[src/common/color_regs_pkg.sv]
// Purpose: Shared constants and types for the colour result and image update registers
// Assumes: Byte-wide register port, byte addresses as printed
// Notes: Results are stored most significant byte first
package color_regs_pkg;
    // Result window and individual result registers
    localparam logic [7:0] ADDR_RESULT_FIRST = 8'h28;
    localparam logic [7:0] ADDR_RESULT_LAST = 8'h3f;
    localparam logic [7:0] ADDR_U_PRIME = 8'h28;
    localparam logic [7:0] ADDR_V_PRIME = 8'h2c;
    localparam logic [7:0] ADDR_U = 8'h30;
    localparam logic [7:0] ADDR_V = 8'h34;
    localparam logic [7:0] ADDR_LOCUS_DIST = 8'h38;
    localparam logic [7:0] ADDR_LUX_UPPER = 8'h3c;
    localparam logic [7:0] ADDR_LUX_LOWER = 8'h3d;
    localparam logic [7:0] ADDR_CCT_UPPER = 8'h3e;
    localparam logic [7:0] ADDR_CCT_LOWER = 8'h3f;
    // Image update registers
    localparam logic [7:0] ADDR_UPDATE_CONTROL = 8'h48;
    localparam logic [7:0] ADDR_COUNT_UPPER = 8'h49;
    localparam logic [7:0] ADDR_COUNT_LOWER = 8'h4a;
    localparam logic [7:0] ADDR_PAYLOAD = 8'h4b;
    localparam logic [7:0] ADDR_IRQ_STATUS = 8'h4c;
    localparam logic [7:0] ADDR_IRQ_MASK = 8'h4d;

    localparam int RESULT_BYTES = 24;
    localparam int RESULT_INDEX_W = 5;
    localparam int RESULT_BITS = 192;

    // Control register bit positions
    localparam int CTRL_START_BIT = 7;
    localparam int CTRL_STOP_BIT = 6;
    localparam int CTRL_COMPLETE_BIT = 5;
    localparam int CTRL_LOCK_BIT = 4;
    localparam int CTRL_SWITCH_BIT = 3;
    localparam int CTRL_FIRST_SLOT_BIT = 2;
    localparam int CTRL_FAULT_BIT = 1;
    localparam int CTRL_CHECK_OK_BIT = 0;

    // Interrupt status and mask layout
    localparam int IRQ_W = 3;
    localparam int IRQ_COMPLETE_BIT = 0;
    localparam int IRQ_FAULT_BIT = 1;
    localparam int IRQ_RESULT_BIT = 2;

    // Image geometry: 56 kilobytes into one of two flash slots
    localparam logic [15:0] IMAGE_BYTES = 16'he000;
    localparam logic [17:0] SLOT_FIRST_BASE = 18'h12000;
    localparam logic [17:0] SLOT_SECOND_BASE = 18'h22000;

    // Reset values
    localparam logic [15:0] COUNT_RESET = 16'h0000;
    localparam logic [7:0] PAYLOAD_RESET = 8'h00;
    localparam logic [IRQ_W-1:0] IRQ_RESET = 3'h0;
    localparam logic FIRST_SLOT_RESET = 1'b1;
    localparam logic [7:0] READ_ZERO = 8'h00;

    typedef enum {
        UPD_IDLE,
        UPD_RECEIVE,
        UPD_COMPLETE
    } update_state_t;
endpackage

[src/common/result_store_if.sv]
// Purpose: Link between the register core and the result byte store
// Assumes: One clock domain
// Notes: The store also registers the non-result read byte so read data leave a flop
`timescale 1ns/100ps
`default_nettype none
interface result_store_if;
    logic load;
    logic [191:0] load_data;
    logic rd_en;
    logic rd_from_store;
    logic [4:0] rd_index;
    logic [7:0] rd_other;
    logic [7:0] rd_data;
    modport core (
        output load, load_data, rd_en, rd_from_store, rd_index, rd_other,
        input rd_data
    );
    modport store (
        input load, load_data, rd_en, rd_from_store, rd_index, rd_other,
        output rd_data
    );
endinterface
`default_nettype wire

[src/core/result_store.sv]
// Purpose: Byte store for the floating-point and integer results, plus read data register
// Assumes: Load vector is packed most significant byte first
// Notes: Read data stand one cycle after the read strobe and read zero otherwise
`timescale 1ns/100ps
`default_nettype none
module result_store
    import color_regs_pkg::*;
(
    input wire logic i_clk,          // System clock
    input wire logic i_resetn,       // Asynchronous reset, active low
    input wire logic i_clk_en,       // Freezes all state while low
    result_store_if.store bus        // Load and read port
);
    logic [7:0] mem [RESULT_BYTES];
    logic [7:0] next_mem [RESULT_BYTES];
    logic [7:0] rd_data;
    logic [7:0] next_rd_data;

    always_comb begin
        next_mem = mem;
        if (bus.load) begin
            for (int i = 0; i < RESULT_BYTES; i++) begin
                next_mem[i] = bus.load_data[RESULT_BITS-1-8*i -: 8];
            end
        end
        next_rd_data = READ_ZERO;
        if (bus.rd_en) begin
            next_rd_data = bus.rd_from_store ? mem[bus.rd_index] : bus.rd_other;
        end
    end

    always_ff @(posedge i_clk or negedge i_resetn) begin
        if (!i_resetn) begin
            for (int i = 0; i < RESULT_BYTES; i++) begin
                mem[i] <= READ_ZERO;
            end
            rd_data <= READ_ZERO;
        end else if (i_clk_en) begin
            mem <= next_mem;
            rd_data <= next_rd_data;
        end
    end

    assign bus.rd_data = rd_data;
endmodule
`default_nettype wire

[src/core/color_result_and_image_update_regs.sv]
// Purpose: Result registers and image update control reached over a byte register port
// Assumes: Bus strobes are one cycle, synchronous to i_clk, never both at once
// Notes: Image bytes leave as a one-cycle flash write request with the flash byte address
//
// Behaviour
// - Four chromaticity results readable as 32-bit floats, four bytes each, read-only.
// - Locus distance readable as a read-only 32-bit float over four bytes.
// - Illuminance is a read-only 16-bit integer, upper byte at lower address.
// - Colour temperature is a read-only 16-bit integer, upper byte first.
// - Two image slots in flash starting at two fixed byte addresses.
// - A full image is exactly 56 kilobytes; host sends exactly that.
// - Writing one to control bit 7 enters update mode; bit reads back.
// - Writing one to control bit 6 returns the update machine to idle.
// - Control bit 5 reads one once the whole image has arrived.
// - Control bit 4 locks the current image for the next start-up.
// - Writing one to control bit 3 swaps the selected image slot, except while an image is being received.
// - Control bit 2 reads one while the first slot is active.
// - Control bit 1 is set when a fault occurs during an update.
// - Control bit 0 reports the other slot passed its checksum.
// - Read-only 16-bit received byte count, upper byte first, resets to zero.
// - Each payload write while receiving delivers the next image byte; payload resets to zero.
//
// Design decision made here: the strobed register port.
`timescale 1ns/100ps
`default_nettype none
module color_result_and_image_update_regs
    import color_regs_pkg::*;
(
    input wire logic i_clk,                // System clock, 10 MHz
    input wire logic i_resetn,             // Asynchronous reset, active low
    input wire logic i_clk_en,             // Freezes all state while low
    input wire logic [7:0] i_addr,         // Register byte address
    input wire logic [7:0] i_wdata,        // Register write data
    input wire logic i_wr,                 // Write strobe
    input wire logic i_rd,                 // Read strobe
    output logic [7:0] o_rdata,            // Read data, cycle after i_rd
    input wire logic i_result_load,        // Pulse: new results on the inputs below
    input wire logic [31:0] i_u_prime,     // Float result u'
    input wire logic [31:0] i_v_prime,     // Float result v'
    input wire logic [31:0] i_u,           // Float result u
    input wire logic [31:0] i_v,           // Float result v
    input wire logic [31:0] i_locus_dist,  // Float locus distance
    input wire logic [15:0] i_lux,         // Illuminance in lux
    input wire logic [15:0] i_cct,         // Colour temperature in kelvin
    input wire logic i_flash_fault,        // Pulse: flash write failed
    input wire logic i_other_check_ok,     // Level: other slot checksum valid
    output logic o_flash_wr,               // Pulse: write one image byte
    output logic [17:0] o_flash_addr,      // Flash byte address of that byte
    output logic [7:0] o_flash_data,       // Image byte
    output logic o_update_mode,            // Level: update mode entered
    output logic o_boot_lock,              // Level: keep current image at start-up
    output logic o_first_slot_active,      // Level: first slot selected
    output logic o_irq                     // Level interrupt, active high
);
    result_store_if store_bus ();

    update_state_t state;
    update_state_t next_state;
    logic update_mode;
    logic next_update_mode;
    logic [15:0] count;
    logic [15:0] next_count;
    logic [7:0] payload;
    logic [7:0] next_payload;
    logic fault;
    logic next_fault;
    logic lock;
    logic next_lock;
    logic first_slot;
    logic next_first_slot;
    logic check_ok;
    logic next_check_ok;
    logic [IRQ_W-1:0] irq_status;
    logic [IRQ_W-1:0] next_irq_status;
    logic [IRQ_W-1:0] irq_mask;
    logic [IRQ_W-1:0] next_irq_mask;
    logic irq;
    logic next_irq;
    logic flash_wr;
    logic next_flash_wr;
    logic [17:0] flash_addr;
    logic [17:0] next_flash_addr;
    logic [7:0] flash_data;
    logic [7:0] next_flash_data;
    logic [IRQ_W-1:0] events;
    logic [7:0] control_value;
    logic [7:0] read_other;

    // Address decode that picks the result store or the other registers for the read path
    function automatic logic is_result_addr(input logic [7:0] addr);
        is_result_addr = (addr >= ADDR_RESULT_FIRST) && (addr <= ADDR_RESULT_LAST);
    endfunction

    // Image lands in the slot that is not running
    function automatic logic [17:0] target_base(input logic first_active);
        target_base = first_active ? SLOT_SECOND_BASE : SLOT_FIRST_BASE;
    endfunction

    function automatic logic wr_hit(input logic wr, input logic [7:0] addr,
                                    input logic [7:0] reg_addr);
        wr_hit = wr && (addr == reg_addr);
    endfunction

    result_store u_store (
        .i_clk(i_clk),
        .i_resetn(i_resetn),
        .i_clk_en(i_clk_en),
        .bus(store_bus.store)
    );

    // Results packed most significant byte first so lower addresses hold upper bytes
    assign store_bus.load = i_result_load;
    assign store_bus.load_data = {i_u_prime, i_v_prime, i_u, i_v, i_locus_dist,
                                  i_lux, i_cct};

    always_comb begin
        control_value = READ_ZERO;
        control_value[CTRL_START_BIT] = update_mode;
        control_value[CTRL_COMPLETE_BIT] = (state == UPD_COMPLETE);
        control_value[CTRL_LOCK_BIT] = lock;
        control_value[CTRL_FIRST_SLOT_BIT] = first_slot;
        control_value[CTRL_FAULT_BIT] = fault;
        control_value[CTRL_CHECK_OK_BIT] = check_ok;
    end

    // Read path: result bytes come from the store, the rest are muxed here
    always_comb begin
        read_other = READ_ZERO;
        if (i_addr == ADDR_UPDATE_CONTROL) begin
            read_other = control_value;
        end else if (i_addr == ADDR_COUNT_UPPER) begin
            read_other = count[15:8];
        end else if (i_addr == ADDR_COUNT_LOWER) begin
            read_other = count[7:0];
        end else if (i_addr == ADDR_PAYLOAD) begin
            read_other = payload;
        end else if (i_addr == ADDR_IRQ_STATUS) begin
            read_other = {{(8-IRQ_W){1'b0}}, irq_status};
        end else if (i_addr == ADDR_IRQ_MASK) begin
            read_other = {{(8-IRQ_W){1'b0}}, irq_mask};
        end else begin
            read_other = READ_ZERO;
        end
    end

    assign store_bus.rd_en = i_rd;
    assign store_bus.rd_from_store = is_result_addr(i_addr);
    assign store_bus.rd_index = RESULT_INDEX_W'(i_addr - ADDR_RESULT_FIRST);
    assign store_bus.rd_other = read_other;

    // Update machine, control bits and byte counter
    always_comb begin
        next_state = state;
        next_update_mode = update_mode;
        next_count = count;
        next_payload = payload;
        next_fault = fault;
        next_lock = lock;
        next_first_slot = first_slot;
        next_flash_wr = 1'b0;
        next_flash_addr = flash_addr;
        next_flash_data = flash_data;
        next_check_ok = i_other_check_ok;
        events = IRQ_RESET;
        events[IRQ_RESULT_BIT] = i_result_load;

        if (wr_hit(i_wr, i_addr, ADDR_UPDATE_CONTROL)) begin
            next_lock = i_wdata[CTRL_LOCK_BIT];
            next_update_mode = i_wdata[CTRL_START_BIT];
            if (i_wdata[CTRL_START_BIT] && !update_mode) begin
                next_state = UPD_RECEIVE;
                next_count = COUNT_RESET;
                next_fault = 1'b0;
            end else if (!i_wdata[CTRL_START_BIT]) begin
                next_state = UPD_IDLE;
            end
            // Stop wins over a start in the same write
            if (i_wdata[CTRL_STOP_BIT]) begin
                next_state = UPD_IDLE;
                next_update_mode = 1'b0;
                next_count = COUNT_RESET;
                next_fault = 1'b0;
            end
            // Swapping mid-transfer would split the image over both slots
            if (i_wdata[CTRL_SWITCH_BIT] && state != UPD_RECEIVE) begin
                next_first_slot = !first_slot;
            end
        end

        if (wr_hit(i_wr, i_addr, ADDR_PAYLOAD)) begin
            next_payload = i_wdata;
            if (state == UPD_RECEIVE) begin
                next_flash_wr = 1'b1;
                next_flash_addr = target_base(first_slot) + {2'b00, count};
                next_flash_data = i_wdata;
                next_count = count + 16'h0001;
                if (count + 16'h0001 == IMAGE_BYTES) begin
                    next_state = UPD_COMPLETE;
                    events[IRQ_COMPLETE_BIT] = 1'b1;
                end
            end else if (state == UPD_COMPLETE) begin
                // A byte past the full image is a host fault
                next_fault = 1'b1;
                events[IRQ_FAULT_BIT] = 1'b1;
            end
        end

        if (i_flash_fault && update_mode) begin
            next_fault = 1'b1;
            events[IRQ_FAULT_BIT] = 1'b1;
        end
    end

    // Interrupt status: a new event wins over a write-one clear in the same cycle
    always_comb begin
        next_irq_mask = irq_mask;
        next_irq_status = irq_status;
        if (wr_hit(i_wr, i_addr, ADDR_IRQ_MASK)) begin
            next_irq_mask = i_wdata[IRQ_W-1:0];
        end
        if (wr_hit(i_wr, i_addr, ADDR_IRQ_STATUS)) begin
            next_irq_status = irq_status & ~i_wdata[IRQ_W-1:0];
        end
        next_irq_status = next_irq_status | events;
        next_irq = |(next_irq_status & next_irq_mask);
    end

    always_ff @(posedge i_clk or negedge i_resetn) begin
        if (!i_resetn) begin
            state <= UPD_IDLE;
            update_mode <= 1'b0;
            count <= COUNT_RESET;
            payload <= PAYLOAD_RESET;
            fault <= 1'b0;
            lock <= 1'b0;
            first_slot <= FIRST_SLOT_RESET;
            check_ok <= 1'b0;
            flash_wr <= 1'b0;
            flash_addr <= SLOT_FIRST_BASE;
            flash_data <= PAYLOAD_RESET;
            irq_status <= IRQ_RESET;
            irq_mask <= IRQ_RESET;
            irq <= 1'b0;
        end else if (i_clk_en) begin
            state <= next_state;
            update_mode <= next_update_mode;
            count <= next_count;
            payload <= next_payload;
            fault <= next_fault;
            lock <= next_lock;
            first_slot <= next_first_slot;
            check_ok <= next_check_ok;
            flash_wr <= next_flash_wr;
            flash_addr <= next_flash_addr;
            flash_data <= next_flash_data;
            irq_status <= next_irq_status;
            irq_mask <= next_irq_mask;
            irq <= next_irq;
        end
    end

    assign o_rdata = store_bus.rd_data;
    assign o_flash_wr = flash_wr;
    assign o_flash_addr = flash_addr;
    assign o_flash_data = flash_data;
    assign o_update_mode = update_mode;
    assign o_boot_lock = lock;
    assign o_first_slot_active = first_slot;
    assign o_irq = irq;
endmodule
`default_nettype wire

[config.mk]
export PLATFORM = sky130hd
export DESIGN_NAME = color_result_and_image_update_regs
export DESIGN_NICKNAME = d
export VERILOG_FILES = /design/src/common/color_regs_pkg.sv /design/src/common/result_store_if.sv /design/src/core/result_store.sv /design/src/core/color_result_and_image_update_regs.sv
export SDC_FILE = /design/constraint.sdc
export NUM_CORES = 1
export LEC_CHECK = 0
export ABC_AREA = 1
export CORE_UTILIZATION = 40
export CTS_CLUSTER_SIZE = 24
export DETAILED_ROUTE_END_ITERATION = 12
export DONT_BUFFER_PORTS = 1
export GPL_ROUTABILITY_DRIVEN = 0
export HOLD_SLACK_MARGIN = 0.15
export MAX_ROUTING_LAYER = met4
export PLACE_DENSITY_LB_ADDON = 0.3
export SLEW_MARGIN = 20
export SYNTH_ARGS = -nofsm -noshare
export SYNTH_HDL_FRONTEND = slang
export SYNTH_SLANG_ARGS = --single-unit
[constraint.sdc]
create_clock -name i_clk -period 1.85 [get_ports i_clk]
set_input_delay 0.2775 -clock i_clk [delete_from_list [all_inputs] [get_ports i_clk]]
set_output_delay 0.2775 -clock i_clk [all_outputs]
set_load 0.02 [all_outputs]
### After elaboration in Yosys (flattened, before gate mapping)

Cells that the tools add are included.

| cells by class | value |
|---|---|
| eq/ne operators | 10 |
| muxes and demuxes | 42 |
| bitwise gates (word level) | 5 |
| add/sub/neg operators | 3 |
| reduce and logical (&&, ||, !) cells | 16 |
| $lt $le $gt $ge | 3 |

Operators by type and width:

| kind | count |
|---|---|
| 32-bit 2-to-1 mux | 7 |
| 16-bit 2-to-1 mux | 5 |
| 8-bit 2-to-1 mux | 8 |
| 8-bit by 7-bit == test with 1-bit output, second input constant | 6 |
| 8-bit binary-select mux with 5-bit select | 1 |
| 32-bit by 2-bit == test with 1-bit output, second input constant | 1 |
| 32-bit by 3-bit == test with 1-bit output, second input constant | 1 |
| 32-bit by 2-bit != test with 1-bit output, second input constant | 1 |
| 18-bit by 16-bit adder with 18-bit output | 1 |
| 18-bit 2-to-1 mux | 1 |
| 16-bit by 1-bit adder with 16-bit output, second input constant | 1 |
| 16-bit == test, second input constant | 1 |
| 1-bit 2-to-1 mux | 15 |
| 3-bit 2-to-1 mux | 4 |
| 8-bit by 6-bit >= comparator with 1-bit output, second input constant | 1 |
| 8-bit by 6-bit <= comparator with 1-bit output, second input constant | 1 |
| 1-bit logical AND | 8 |
| 3-bit AND | 2 |
| 6-bit >= comparator, second input constant | 1 |
| 5-bit NOT with 6-bit output | 1 |
| 2-bit AND reduction | 3 |
| 3-bit AND reduction | 2 |
| 5-bit by 4-bit subtractor with 5-bit output, second input constant | 1 |
| 3-bit NOT | 1 |
| other kinds (4) | 5 |

| word-level totals | value |
|---|---|
| output and inout bits | 39 |
| word-level logic and storage cells | 118 |
| input port bits | 216 |
| flip-flop bits (word level) | 295 |

### Longest topological paths before layout

Gate-level depths: netlist (run 1).

| logic depth | value |
|---|---|
| depth in word-level cells | 9 |
| depth in mapped cells | 13 |
| gate-level depth less buffers | 13 |

### Cells and area by module

From an unflattened synthesis (run 1), not the netlist that was laid out.

| second synthesis, totals | value |
|---|---|
| cells, all modules | 1819 |
| area total of the unflattened synthesis | 14187.4 um^2 |

By module, submodules not included:

| module | area each (um^2) | cells an instance | instances | seq. area each (um^2) |
|---|---|---|---|---|
| result_store | 9674.3 | 1272 | 1 | 5004.8 |
| color_result_and_image_update_regs | 4513.1 | 547 | 1 | 2381.0 |

### Worst setup path before layout (run 1)

No wires, ideal clock.

| timing path | value |
|---|---|
| path kind | flip-flop to flip-flop |
| start point | register count[0] |
| end point | register state[9] |
| period minus slack after synthesis | 2.026 ns |
| slack | -0.176 ns |
| arrival | 1.907 ns |
| cell stages (with the launch flop) | 14 |
| library setup time | 0.119 ns |
| required time | 1.731 ns |
| cell sequence | dfrtp_1 ha_1 nand3_1 nor2_2 nand3_1 nand2_1 nand2_1 inv_1 nand3_1 nor2_2 nand3_4 nor2_8 buf_12 nor3b_2 |

| between the ends | value |
|---|---|
| cells in the longest elaborated chain, start to end | 5 |

Ends and longest elaborated chain:

| what | line | text |
|---|---|---|
| from (decl) | color_result_and_image_update_regs.sv:61 | `logic [15:0] count;` |
| from (signal assigned) | color_result_and_image_update_regs.sv:247 | `count <= next_count;` |
| 16-bit by 1-bit adder with 16-bit output | color_result_and_image_update_regs.sv:197 | `if (count + 16'h0001 == IMAGE_BYTES) begin` |
| 16-bit == test | color_result_and_image_update_regs.sv:197 |  |
| 32-bit 2-to-1 mux | color_result_and_image_update_regs.sv:197 |  |
| 32-bit 2-to-1 mux | color_result_and_image_update_regs.sv:192 | `if (state == UPD_RECEIVE) begin` |
| 32-bit 2-to-1 mux | color_result_and_image_update_regs.sv:190 | `if (wr_hit(i_wr, i_addr, ADDR_PAYLOAD)) begin` |
| to (signal assigned) | color_result_and_image_update_regs.sv:245 | `state <= next_state;` |
| to (decl) | color_result_and_image_update_regs.sv:57 | `update_state_t state;` |

Every way passes these cells.
A chain may end at the register's enable or synchronous reset.

### Worst setup path in the final report (run 1)

| timing path | value |
|---|---|
| start point | register count[1] |
| end point | register state[22] |

Same word-level chain as after synthesis.

==> results.md, run 1 <==
- Clk Tree Root Cell: clkbuf_16
- Failing checks: negative hold slack, negative setup slack
- Buffers on Ports: 0
- Top FF cell, synth: dfrtp_1
- Worst setup slack after layout: -251 ps
- Largest net degree at the start of global routing: 296
- Layout cells sized above 1: 0.287
- Placed cell count: 1,818
- Net Count, Synth: about 1.5k
- Final Max Tran Viols: 0
- WL/cell: about 20 um
- Synthesized area: 13,600 um2
- HPWL Detailed: between 20,000 and 30,000 um
- Mean number of vias per cell: ~5.3
- #FFs+latches synth: 295
- VDD IR max: 0.891 mV
- F_max: 476 MHz
- Clock-pin slew on the worst setup and hold paths: 60 ps
- Status: complete, but fails checks
- Slew @ Worst Pin: about 900 ps
- DR WL met2: 20,400 um
- Top layer reached by signal wires: met4
- GRT overflow: 0
- Met1 WL: roughly 18,000 um
- WL final: 42,500 um
- Avg Synthesized Cell Area: 10.3 um2
- Slew headroom: 0.397
- Dpl ws: -281 ps
- Asr flop ratio synth: 1.00
- Worst setup EP type: flop
- Area of the core: 33,500 um2
- Vias in the first global route: 11.9k
- DIE WIDTH: 187 um
- # fillers: 2,830
- Final worst-path cycle share: 1.14
- Pleak: 8.58 nW
- Initial antenna violation count: 3
- Hold Slack: -528 ps
- Distinct cells, synth: 51
- Met3 wire len: 2760 um
- Via Count: 11.2k
- Total of max-cap violations: 0
- Class of the most critical setup path: reg2reg
- Rows: 67
- Synth Instances: 1,321
- CTS tree: built
- H-tree depth: 2
- CP Max Fanout: 5
- DR iter-0 viols: 683
- Number of synthesized flops with an enable pin: 0
- DIE AREA: 34,800 um2
- Sequential area share after synthesis: 0.542
- Critical path arrival: roughly 2500 ps
- Global-route wire length before repair: 66,100 um
- Total I/O pin count: 255
- CTS max path bufs: 3
- Post-route minimum period: roughly 2100 ps
- Final cell count without fillers: ~2.1k
- R2R cell count: 12
- Clock Latency Late Sink: around 530 ps
- Skew final: 29.8 ps
- DRC violations left: 0
- Type of the worst min-delay path: in2async
- YS warnings: 0
- Overall routing resource usage: 0.249
- CTS Hold Bufs: 206
- Post-route ant nets: 0
- Power Dens Cells: 911 nW/um2
- Num CTS Buffers: 34
- Layout Nets: between 1.5k and 2k
- Hold Fails Final Rpt: 295
- Synthesis-to-layout area growth: 37.2%
- Critical Path RT: 2270 ps
- Die H: 187 um
- Total negative slack: -6130 ps
- Initial Utilization: 0.407
- Sink Count: 295
- Setup violations, final: 30
- Worst Setup Start Kind: flop
- RSZ-0062 raised after global routing: yes
- 1st-pass router iterations: 5
logic make-up (layout without fill, tap and decap cells):
| group | count (synthesis) | after routing | synth area share |
|---|---|---|---|
| mux | 174 | 174 | 0.144 |
| other cells | 0 | 3 | 0 |
| flops | 295 | 295 | 0.542 |
| buf+inv | 180 | 515 | 0.0532 |
| fa+ha+maj | 3 | 3 | 0.00275 |
| simple gates | 430 | 430 | 0.155 |
| compound gates | 231 | 231 | 0.0989 |
| xor+xnor | 8 | 8 | 0.00514 |
Yosys cell counts, types with 5 or more instances:
cell type  instances  share of area
or2_2              9         0.0041
nor3_1            12         0.0044
a22oi_1           24          0.013
xor2_1             7         0.0045
dfrtp_1          292           0.54
nand2_1          210          0.058
nand4_1           14         0.0064
nor3b_1            6         0.0033
nor3b_2           20          0.018
nor2_1            82          0.023
buf_2              5         0.0018
o22ai_1           57          0.026
inv_1            110          0.030
nor2_2             6         0.0028
nand3_1           48          0.018
o21ai_0           83          0.030
mux2_2           174           0.14
clkbuf_1          53          0.015
a21oi_1           47          0.017
worst paths after layout:
path	from	endpoint	slack, ps
hold reg to reg	u_store.mem[91]$_DFFE_PN0P_	u_store.mem[91]$_DFFE_PN0P_	500
min in group i_clk	i_wr	state[20]$_DFFE_PN0P_	180
hold / removal	i_resetn	o_flash_wr$_DFFE_PN0P_	-530
setup / recovery	count[1]$_DFFE_PN0P_	state[22]$_DFFE_PN0P_	-250
setup reg to reg	count[1]$_DFFE_PN0P_	state[22]$_DFFE_PN0P_	-250
max in group asynchronous	i_resetn	u_store.mem[49]$_DFFE_PN0P_	1840
cells in the final DEF, fill, tap and decap left out, drive strengths merged, types with 2 or more instances in the layout:
cell           n
dfrtp        292
nor3          15
nor3b         26
o221ai         4
dfstp          3
o22ai         57
nand3b         4
o2111ai        4
a211oi         2
nand3         52
a21oi         47
or2            9
xor2           7
inv          113
nand2        214
clkbuf        50
nor2          92
o22a           2
ha             3
o21ai         84
nand4         14
diode          3
and2           2
buf          132
clkinv         9
dlygate4sd3  206
bufinv         4
mux2         174
o21bai         2
a22oi         24
worst max-delay path, stage by stage (launching register included):
cell     delay (ps)
dfrtp_1         420
ha_4            200
nand3_4          80
xor2_1          230
nand2_1          90
nor2_1          110
nand3_1         130
nor2_4          160
nand3_4         130
nor2_8          180
buf_6           130
buf_16          110
nor3b_2          40
area by class of cell:
class | count | area, um2 | area share
Inverter | 116 | 442 | 0.0236
Timing Repair Buffer | 340 | 3330 | 0.178
Sequential cell | 295 | 7390 | 0.395
Multi-Input combinational cell | 846 | 5820 | 0.311
Antenna cell | 3 | 7.51 | 0.000401
Tap cell | 448 | 561 | 0.0299
Clock buffer | 48 | 973 | 0.0520
Clock inverter | 11 | 203 | 0.0108
state kept, by name, indices dropped and copies added, names as in the netlist:
signal and count:
state 32, count 16, o_irq 1, irq_mask 3, o_boot_lock 1, o_update_mode 1
o_first_slot_active 1, o_flash_addr 18, u_store.mem 192, u_store.bus.rd_data 8, o_flash_data 8, o_flash_wr 1
payload 8, fault 1, irq_status 3, check_ok 1
power by group:
group	leakage, nW	internal [mW]	switching, mW
combinational	4.57	1.34	1.11
sequential	3.43	7.18	0.421
clock	0.575	4.26	2.74
total	8.58	12.8	4.27
stage by stage:
stage / power (mW) / util / cell area (um2) / hold slack (ps)
final: 17.0 / 0.558 / 18700 / -528
after detailed placement: 9.58 / 0.445 / 14900 / 11.1
after CTS: 17.1 / 0.553 / 18500 / -563
after floorplan: 8.95 / - / 13700 / -18.1
after global placement: 9.52 / 0.445 / 14900 / -0.228
after global routing: 17.7 / 0.558 / 18700 / -546
routing by layer:
layer | vias up | global-route usage
met5 | - | -
met4 | 0 | 0.103
met1 | 5567 | 0.311
met3 | 104 | 0.0510
li1 | 5130 | -
met2 | 427 | 0.394
repair_timing:
item	in CTS	in global routing
resized for setup	35	49
buffers inserted	13	7
hold endpoints to repair	527	295
endpoints found under the setup margin	33	71
cloned	5	2
pin swaps	18	22
(Power assumes the default switching activity.)
==> run 2, diff against run 1 <==
==> constraint.sdc (replaced) <==
create_clock -name i_clk -period 1.85 [get_ports i_clk]
set_input_delay 0 -clock i_clk [delete_from_list [all_inputs] [get_ports i_clk]]
set_output_delay 0 -clock i_clk [all_outputs]
set_load 0.02 [all_outputs]
==> run 2 against run 1 <==
The run still ends with negative hold slack, negative setup slack left. Total power is 1.2% lower. Clock power decreased by 3.1%. Combinational power barely moved. Flip-flop and latch count stayed put. Sequential share of layout area down 0.080 points.
==> results.md, run 2 (synthesis gave the netlist of run 1 again) <==
- Area of the core: 33,500 um2 (unchanged)
- Die H: 187 um (unchanged)
- CTS max path bufs: 3 (unchanged)
- H-tree depth: 2 (unchanged)
- Max FFs per register: 192 (unchanged)
- VDD IR max: 0.762 mV (-14%)
- Largest net degree at the start of global routing: 296 (unchanged)
- Final worst-path cycle share: 1.11 (-0.0215)
- Clk Tree Root Cell: clkbuf_16
- Final Max Tran Viols: 0 (unchanged)
- Most flop-heavy register: u_store.mem
- Dpl ws: -244 ps (+37.4 ps)
- Synthesis-to-layout area growth: 37.5%
- DIE WIDTH: 187 um (unchanged)
- Global-route wire length before repair: 65,800 um (-0.44%)
- CTS Hold Bufs: 249 (+21%)
- Commonest non-fill, non-tap cell in the layout: dfrtp_1
- Mean number of vias per cell: 5.30 (-0.56%)
- Buffers on Ports: 0 (unchanged)
- Final cell count without fillers: 2,123 (+0.76%)
- Pleak: 8.59 nW (+0.20%)
- Slew headroom: 0.333 (-0.0635)
- Skew final: 25.0 ps (-4.80 ps)
- HPWL Detailed: 26,900 um (-0.79%)
- Critical Path RT: 2250 ps (-20 ps)
- Total I/O pin count: 255 (unchanged)
- RSZ-0062 raised after global routing: yes
- Layout Nets: 1,863 (+0.59%)
- Post-route ant nets: 0 (unchanged)
- R2R cell count: 10 (-2)
- Total of max-cap violations: 0 (unchanged)
- Power Dens Cells: 898 nW/um2 (-1.4%)
- DRC violations left: 0 (unchanged)
- Hold Fails Final Rpt: 295 (unchanged)
- Critical path arrival: 2460 ps (-60 ps)
- Clock Latency Late Sink: 530 ps (about the same)
- Worst setup slack after layout: -211 ps (+39.7 ps)
- F_max: 485 MHz (+1.9%)
- Post-layout util: 0.559 (+0.00123)
- Commonest non-fill, non-tap cells in the layout: 289 x dfrtp_1, 242 x dlygate4sd3_1, 204 x nand2_1
- Worst setup EP type: flop
- Via Count: 11.3k (+0.20%)
- WL/cell: 19.9 um (-1.6%)
- Overall routing resource usage: 0.248 (-0.000903)
- Rows: 67 (unchanged)
- Slew @ Worst Pin: 1000 ps (+98.2 ps)
- Failing checks: negative hold slack, negative setup slack
- Worst Setup Start Kind: flop
- Layout cells sized above 1: 0.257 (-0.0302)
- GRT overflow: 0 (unchanged)
- WL final: 42,200 um (-0.87%)
- Status: complete, but fails checks
- Total negative slack: -5250 ps (+880 ps)
- 1st-pass router iterations: 5 (unchanged)
- Type of the worst min-delay path: in2async
- Reg2reg setup slack: -210 ps (+40 ps)
- Post-route minimum period: 2060 ps (-39.7 ps)
- Setup violations, final: 30 (unchanged)
- CTS tree: built
- Num CTS Buffers: 34 (unchanged)
- DIE AREA: 34,800 um2 (unchanged)
- Hold Slack: -788 ps (-260 ps)
- Vias in the first global route: 12.0k (+0.66%)
- Clock-pin slew on the worst setup and hold paths: 60 ps (about the same)
- Placed cell count: 1,796 (-1.2%)
- CP Max Fanout: 8 (+3)
- Sink Count: 295 (unchanged)
- Class of the most critical setup path: reg2reg
- Initial antenna violation count: 6 (+3)
- DR iter-0 viols: 816 (+19%)
- Initial Utilization: 0.407 (unchanged)
run 2: final cells by class:
| cell class | instances | area, um2 |
|---|---|---|
| fill | 2798 | 14800 |
| sequential | 295 | 7390 |
| multi-input combinational | 846 | 5780 |
| timing repair buffer | 351 | 3460 |
| clock buffer | 45 | 912 |
| tap | 448 | 561 |
| inverter | 116 | 439 |
| clock inverter | 15 | 204 |
| antenna | 7 | 17.5 |
run 2: worst paths after layout:
path                                      startpoint                            to
worst max-delay path            state[1]$_DFFE_PN0P_         state[15]$_DFFE_PN0P_
worst min-delay path                        i_resetn        payload[1]$_DFFE_PN0P_
worst max register to register  state[1]$_DFFE_PN0P_         state[15]$_DFFE_PN0P_
worst min register to register     fault$_DFFE_PN0P_             fault$_DFFE_PN0P_
max in group asynchronous                   i_resetn  u_store.mem[111]$_DFFE_PN0P_
min in group i_clk                         i_addr[2]     o_update_mode$_DFFE_PN0P_
run 2: metal layers:
| metal | part of all wire | track usage |
|---|---|---|
| met1 | 0.41 | 0.308 |
| met2 | 0.49 | 0.399 |
| met3 | 0.063 | 0.0472 |
| met5 | 0 | - |
| met4 | 0.031 | 0.0996 |
run 2: critical path: stages (launching register included):
cell and delay [ps]:
dfrtp_1 380, or2_4 280, nor2_1 150, nand2_2 90, nor2_2 130, nand3_2 120, nor3_4 230, nand3_4 130
nor2_8 190, clkbuf_16 190, nor3b_2 40
run 2: what timing repair did:
item,4_1_cts,5_1_grt
pin swaps,6,20
cloned,0,2
endpoints found under the setup margin,38,276
setup buffers,5,7
endpoints found under the hold margin,573,295
resized for setup,8,60
run 2: report_power, final:
part / internal, mW / switching [mW] / leakage [nW]
combinational: 1.34 / 1.12 / 4.63
clock: 4.06 / 2.72 / 0.533
sequential: 7.18 / 0.420 / 3.43
run 2: stage by stage:
step / total power, mW / hold WS (ps) / instance area [um2]
final: 16.8 / -788 / 18800
after global placement: 9.50 / -277 / 14800
after global routing: 17.5 / -817 / 18800
after CTS: 16.9 / -833 / 18500
after floorplan: 8.95 / -296 / 13700
after detailed placement: 9.58 / -267 / 14800
==> run 3, diff against run 2 <==
- CELL_PAD_IN_SITES_DETAIL_PLACEMENT: unset -> 0
- CELL_PAD_IN_SITES_GLOBAL_PLACEMENT: unset -> 1
==> run 3 against run 2 <==
The flow still finishes with violations (negative hold slack, negative setup slack). Clock-buffer cell count increased by 7. Utilization decreased by 0.17 points. Sequential share of layout area increased by 0.11 points. Critical path depth increased by 1. Flip-flop and latch count unchanged. Non-clock buffer count increased by 4. Total power increased by 1.7%. Design area decreased by 0.30%. Die area unchanged. Routed wire length decreased by 1.9%. Setup slack improved by 91 ps. Clock power increased by 4.4%. Critical path type unchanged.
==> results.md, run 3 (synthesis gave the netlist of run 1 again) <==
- Status: complete, but fails checks
- Failing checks: negative hold slack, negative setup slack
- VDD IR max: 0.797 mV (+4.6%)
- Layout Nets: 1,868 (+0.27%)
- RSZ-0062 raised after global routing: yes
- Max FFs per register: 192 (unchanged)
- Mean number of vias per cell: 5.15 (-2.7%)
- Initial Utilization: 0.407 (unchanged)
- H-tree depth: 2 (unchanged)
- Final Max Tran Viols: 0 (unchanged)
- Worst Setup Start Kind: flop
- Most flop-heavy register: u_store.mem
- Die H: 187 um (unchanged)
- CTS tree: built
- DIE WIDTH: 187 um (unchanged)
- DR iter-0 viols: 633 (-22%)
- Initial antenna violation count: 1 (-5)
- Clk Tree Root Cell: clkbuf_16
- Power Dens Cells: 916 nW/um2 (+2.0%)
- Reg2reg setup slack: -120 ps (+90 ps)
- Synthesis-to-layout area growth: 37.1%
- Buffers on Ports: 0 (unchanged)
- Commonest non-fill, non-tap cells in the layout: 290 x dfrtp_1, 242 x dlygate4sd3_1, 206 x nand2_1
- Slew @ Worst Pin: 943 ps (-56.4 ps)
- CTS max path bufs: 3 (unchanged)
- Post-route ant nets: 0 (unchanged)
- Commonest non-fill, non-tap cell in the layout: dfrtp_1
- Clock-pin slew on the worst setup and hold paths: 60 ps (about the same)
- GRT overflow: 0 (unchanged)
- Num CTS Buffers: 35 (+2.9%)
- Hold Slack: -814 ps (-26.7 ps)
- WL/cell: 19.5 um (-1.9%)
- CP Max Fanout: 8 (unchanged)
- Global-route wire length before repair: 64,900 um (-1.3%)
- Clock Latency Late Sink: 520 ps (about the same)
- Final worst-path cycle share: 1.07 (-0.0490)
- Post-layout util: 0.558 (-0.00168)
- Total I/O pin count: 255 (unchanged)
- Layout cells sized above 1: 0.256 (-0.000322)
- Net Sw Power: 4.23 mW (-0.68%)
- F_max: 508 MHz (+4.6%)
- Type of the worst min-delay path: in2async
- Slew headroom: 0.370 (+0.0366)
- Top layer reached by signal wires: met4
- Comb pwr share: 0.144 (-0.002)
- HPWL Detailed: 27,300 um (+1.5%)
- DR WL met2: 19,900 um (-4.5%)
- Sw Ratio: 0.247 (-0.00591)
- Reg power frac: 0.442 (-0.009)
- Class of the most critical setup path: reg2reg
- Int Pwr: 12.9 mW (+2.5%)
- Post-route minimum period: 1970 ps (-90.6 ps)
- Worst setup EP type: flop
- Met3 wire len: 2520 um (-5.7%)
- Skew final: 16.7 ps (-8.34 ps)
- Vias in the first global route: 11.5k (-3.6%)
- WL final: 41,300 um (-1.9%)
- Critical path arrival: 2370 ps (-90 ps)
- Setup violations, final: 29 (-3.3%)
- Clock power frac: 0.413 (+0.011)
- Critical Path RT: 2250 ps (about the same)
- Pleak: 8.59 nW (about the same)
- Sink Count: 295 (unchanged)
- DIE AREA: 34,800 um2 (unchanged)
- DRC violations left: 0 (unchanged)
- Area of the core: 33,500 um2 (unchanged)
- Largest net degree at the start of global routing: 296 (unchanged)
- Via Count: 10.9k (-2.7%)
- Hold Fails Final Rpt: 297 (+0.68%)
- Worst setup slack after layout: -120 ps (+90.6 ps)
- Rows: 67 (unchanged)
- 1st-pass router iterations: 5 (unchanged)
- Total of max-cap violations: 0 (unchanged)
- Overall routing resource usage: 0.245 (-0.00339)
- Met1 WL: 18,200 um (+5.0%)
[run 3: changes by cell type in the layout (fill, tap and decap cells not counted), sizes merged]
cell,before,now
buf,103,108
bufinv,4,3
clkbuf,47,53
clkinv,7,8
clkinvlp,5,2
diode,7,1
dlymetal6s2s,0,1
dlymetal6s4s,4,3
inv,115,113
[run 3: path summary, 6_finish.rpt]
kind                                      startpoint  depth (start not counted)                                  to
worst max-delay path            state[3]$_DFFE_PN0P_                         11               state[28]$_DFFE_PN0P_
worst max register to register  state[3]$_DFFE_PN0P_                         11               state[28]$_DFFE_PN0P_
max in group asynchronous                   i_resetn                          0         u_store.mem[19]$_DFFE_PN0P_
worst min register to register     fault$_DFFE_PN0P_                          1                   fault$_DFFE_PN0P_
min in group i_clk                         i_addr[4]                          5  u_store.bus.rd_data[0]$_DFFE_PN0P_
worst min-delay path                        i_resetn                          0        u_store.mem[174]$_DFFE_PN0P_
[run 3: what timing repair did]
| action | 4_1_cts | 5_1_grt |
|---|---|---|
| hold buffers | 243 | 4 |
| pin swaps | 5 | 18 |
| gates resized for setup | 15 | 27 |
| cloned | 1 | 1 |
| setup buffers | 4 | 3 |
| hold endpoints to repair | 575 | 308 |
| setup endpoints to repair | 30 | 246 |
[run 3: stage by stage]
stage / power, mW / std cells / worst slack [ps] / cell area (um2) / setup TNS [ps]
after floorplan: 8.95 / 1321 / -89.1 / 13700 / -1780
after global placement: 9.52 / 1805 / -190 / 14800 / -5010
after detailed placement: 9.59 / 1805 / -217 / 14800 / -5720
after CTS: 17.2 / 2115 / -159 / 18500 / -5240
after global routing: 17.8 / 2123 / -284 / 18700 / -9130
final: 17.1 / 2123 / -120 / 18700 / -2710
[run 3: power groups by stage]
| stage | Clock [mW] | Sequential, mW | Combinational [mW] |
|---|---|---|---|
| after global placement | 0 | 7.63 | 1.90 |
| final | 7.08 | 7.58 | 2.47 |
| after detailed placement | 0 | 7.66 | 1.93 |
| after floorplan | 0 | 7.55 | 1.40 |
| after global routing | 7.46 | 7.65 | 2.70 |
| after CTS | 7.21 | 7.54 | 2.42 |
[run 3: critical path: stages (launching register included)]
cell	delay, ps
dfrtp_1	370
nor2_1	130
nand3_1	190
nor2_2	140
nand2_1	100
nor2_2	130
nand3_2	110
nor3_4	160
nand3_4	130
nor2_8	170
clkbuf_16	190
nor3b_2	40
[run 3: area by class of cell]
cell class	count	area (um2)
well taps	448	561
repair buffers	355	3430
flip-flops and latches	295	7390
inverters	116	439
diodes	1	2.50
fillers	2818	14800
clock buffers	52	1050
clock inverters	10	128
multi-input cells	846	5710
[run 3: per-layer routing]
metal / global-route usage / vias to the layer above
li1: - / 5162
met1: 0.319 / 5389
met2: 0.391 / 332
met3: 0.0502 / 61
met4: 0.0596 / 0
met5: - / -
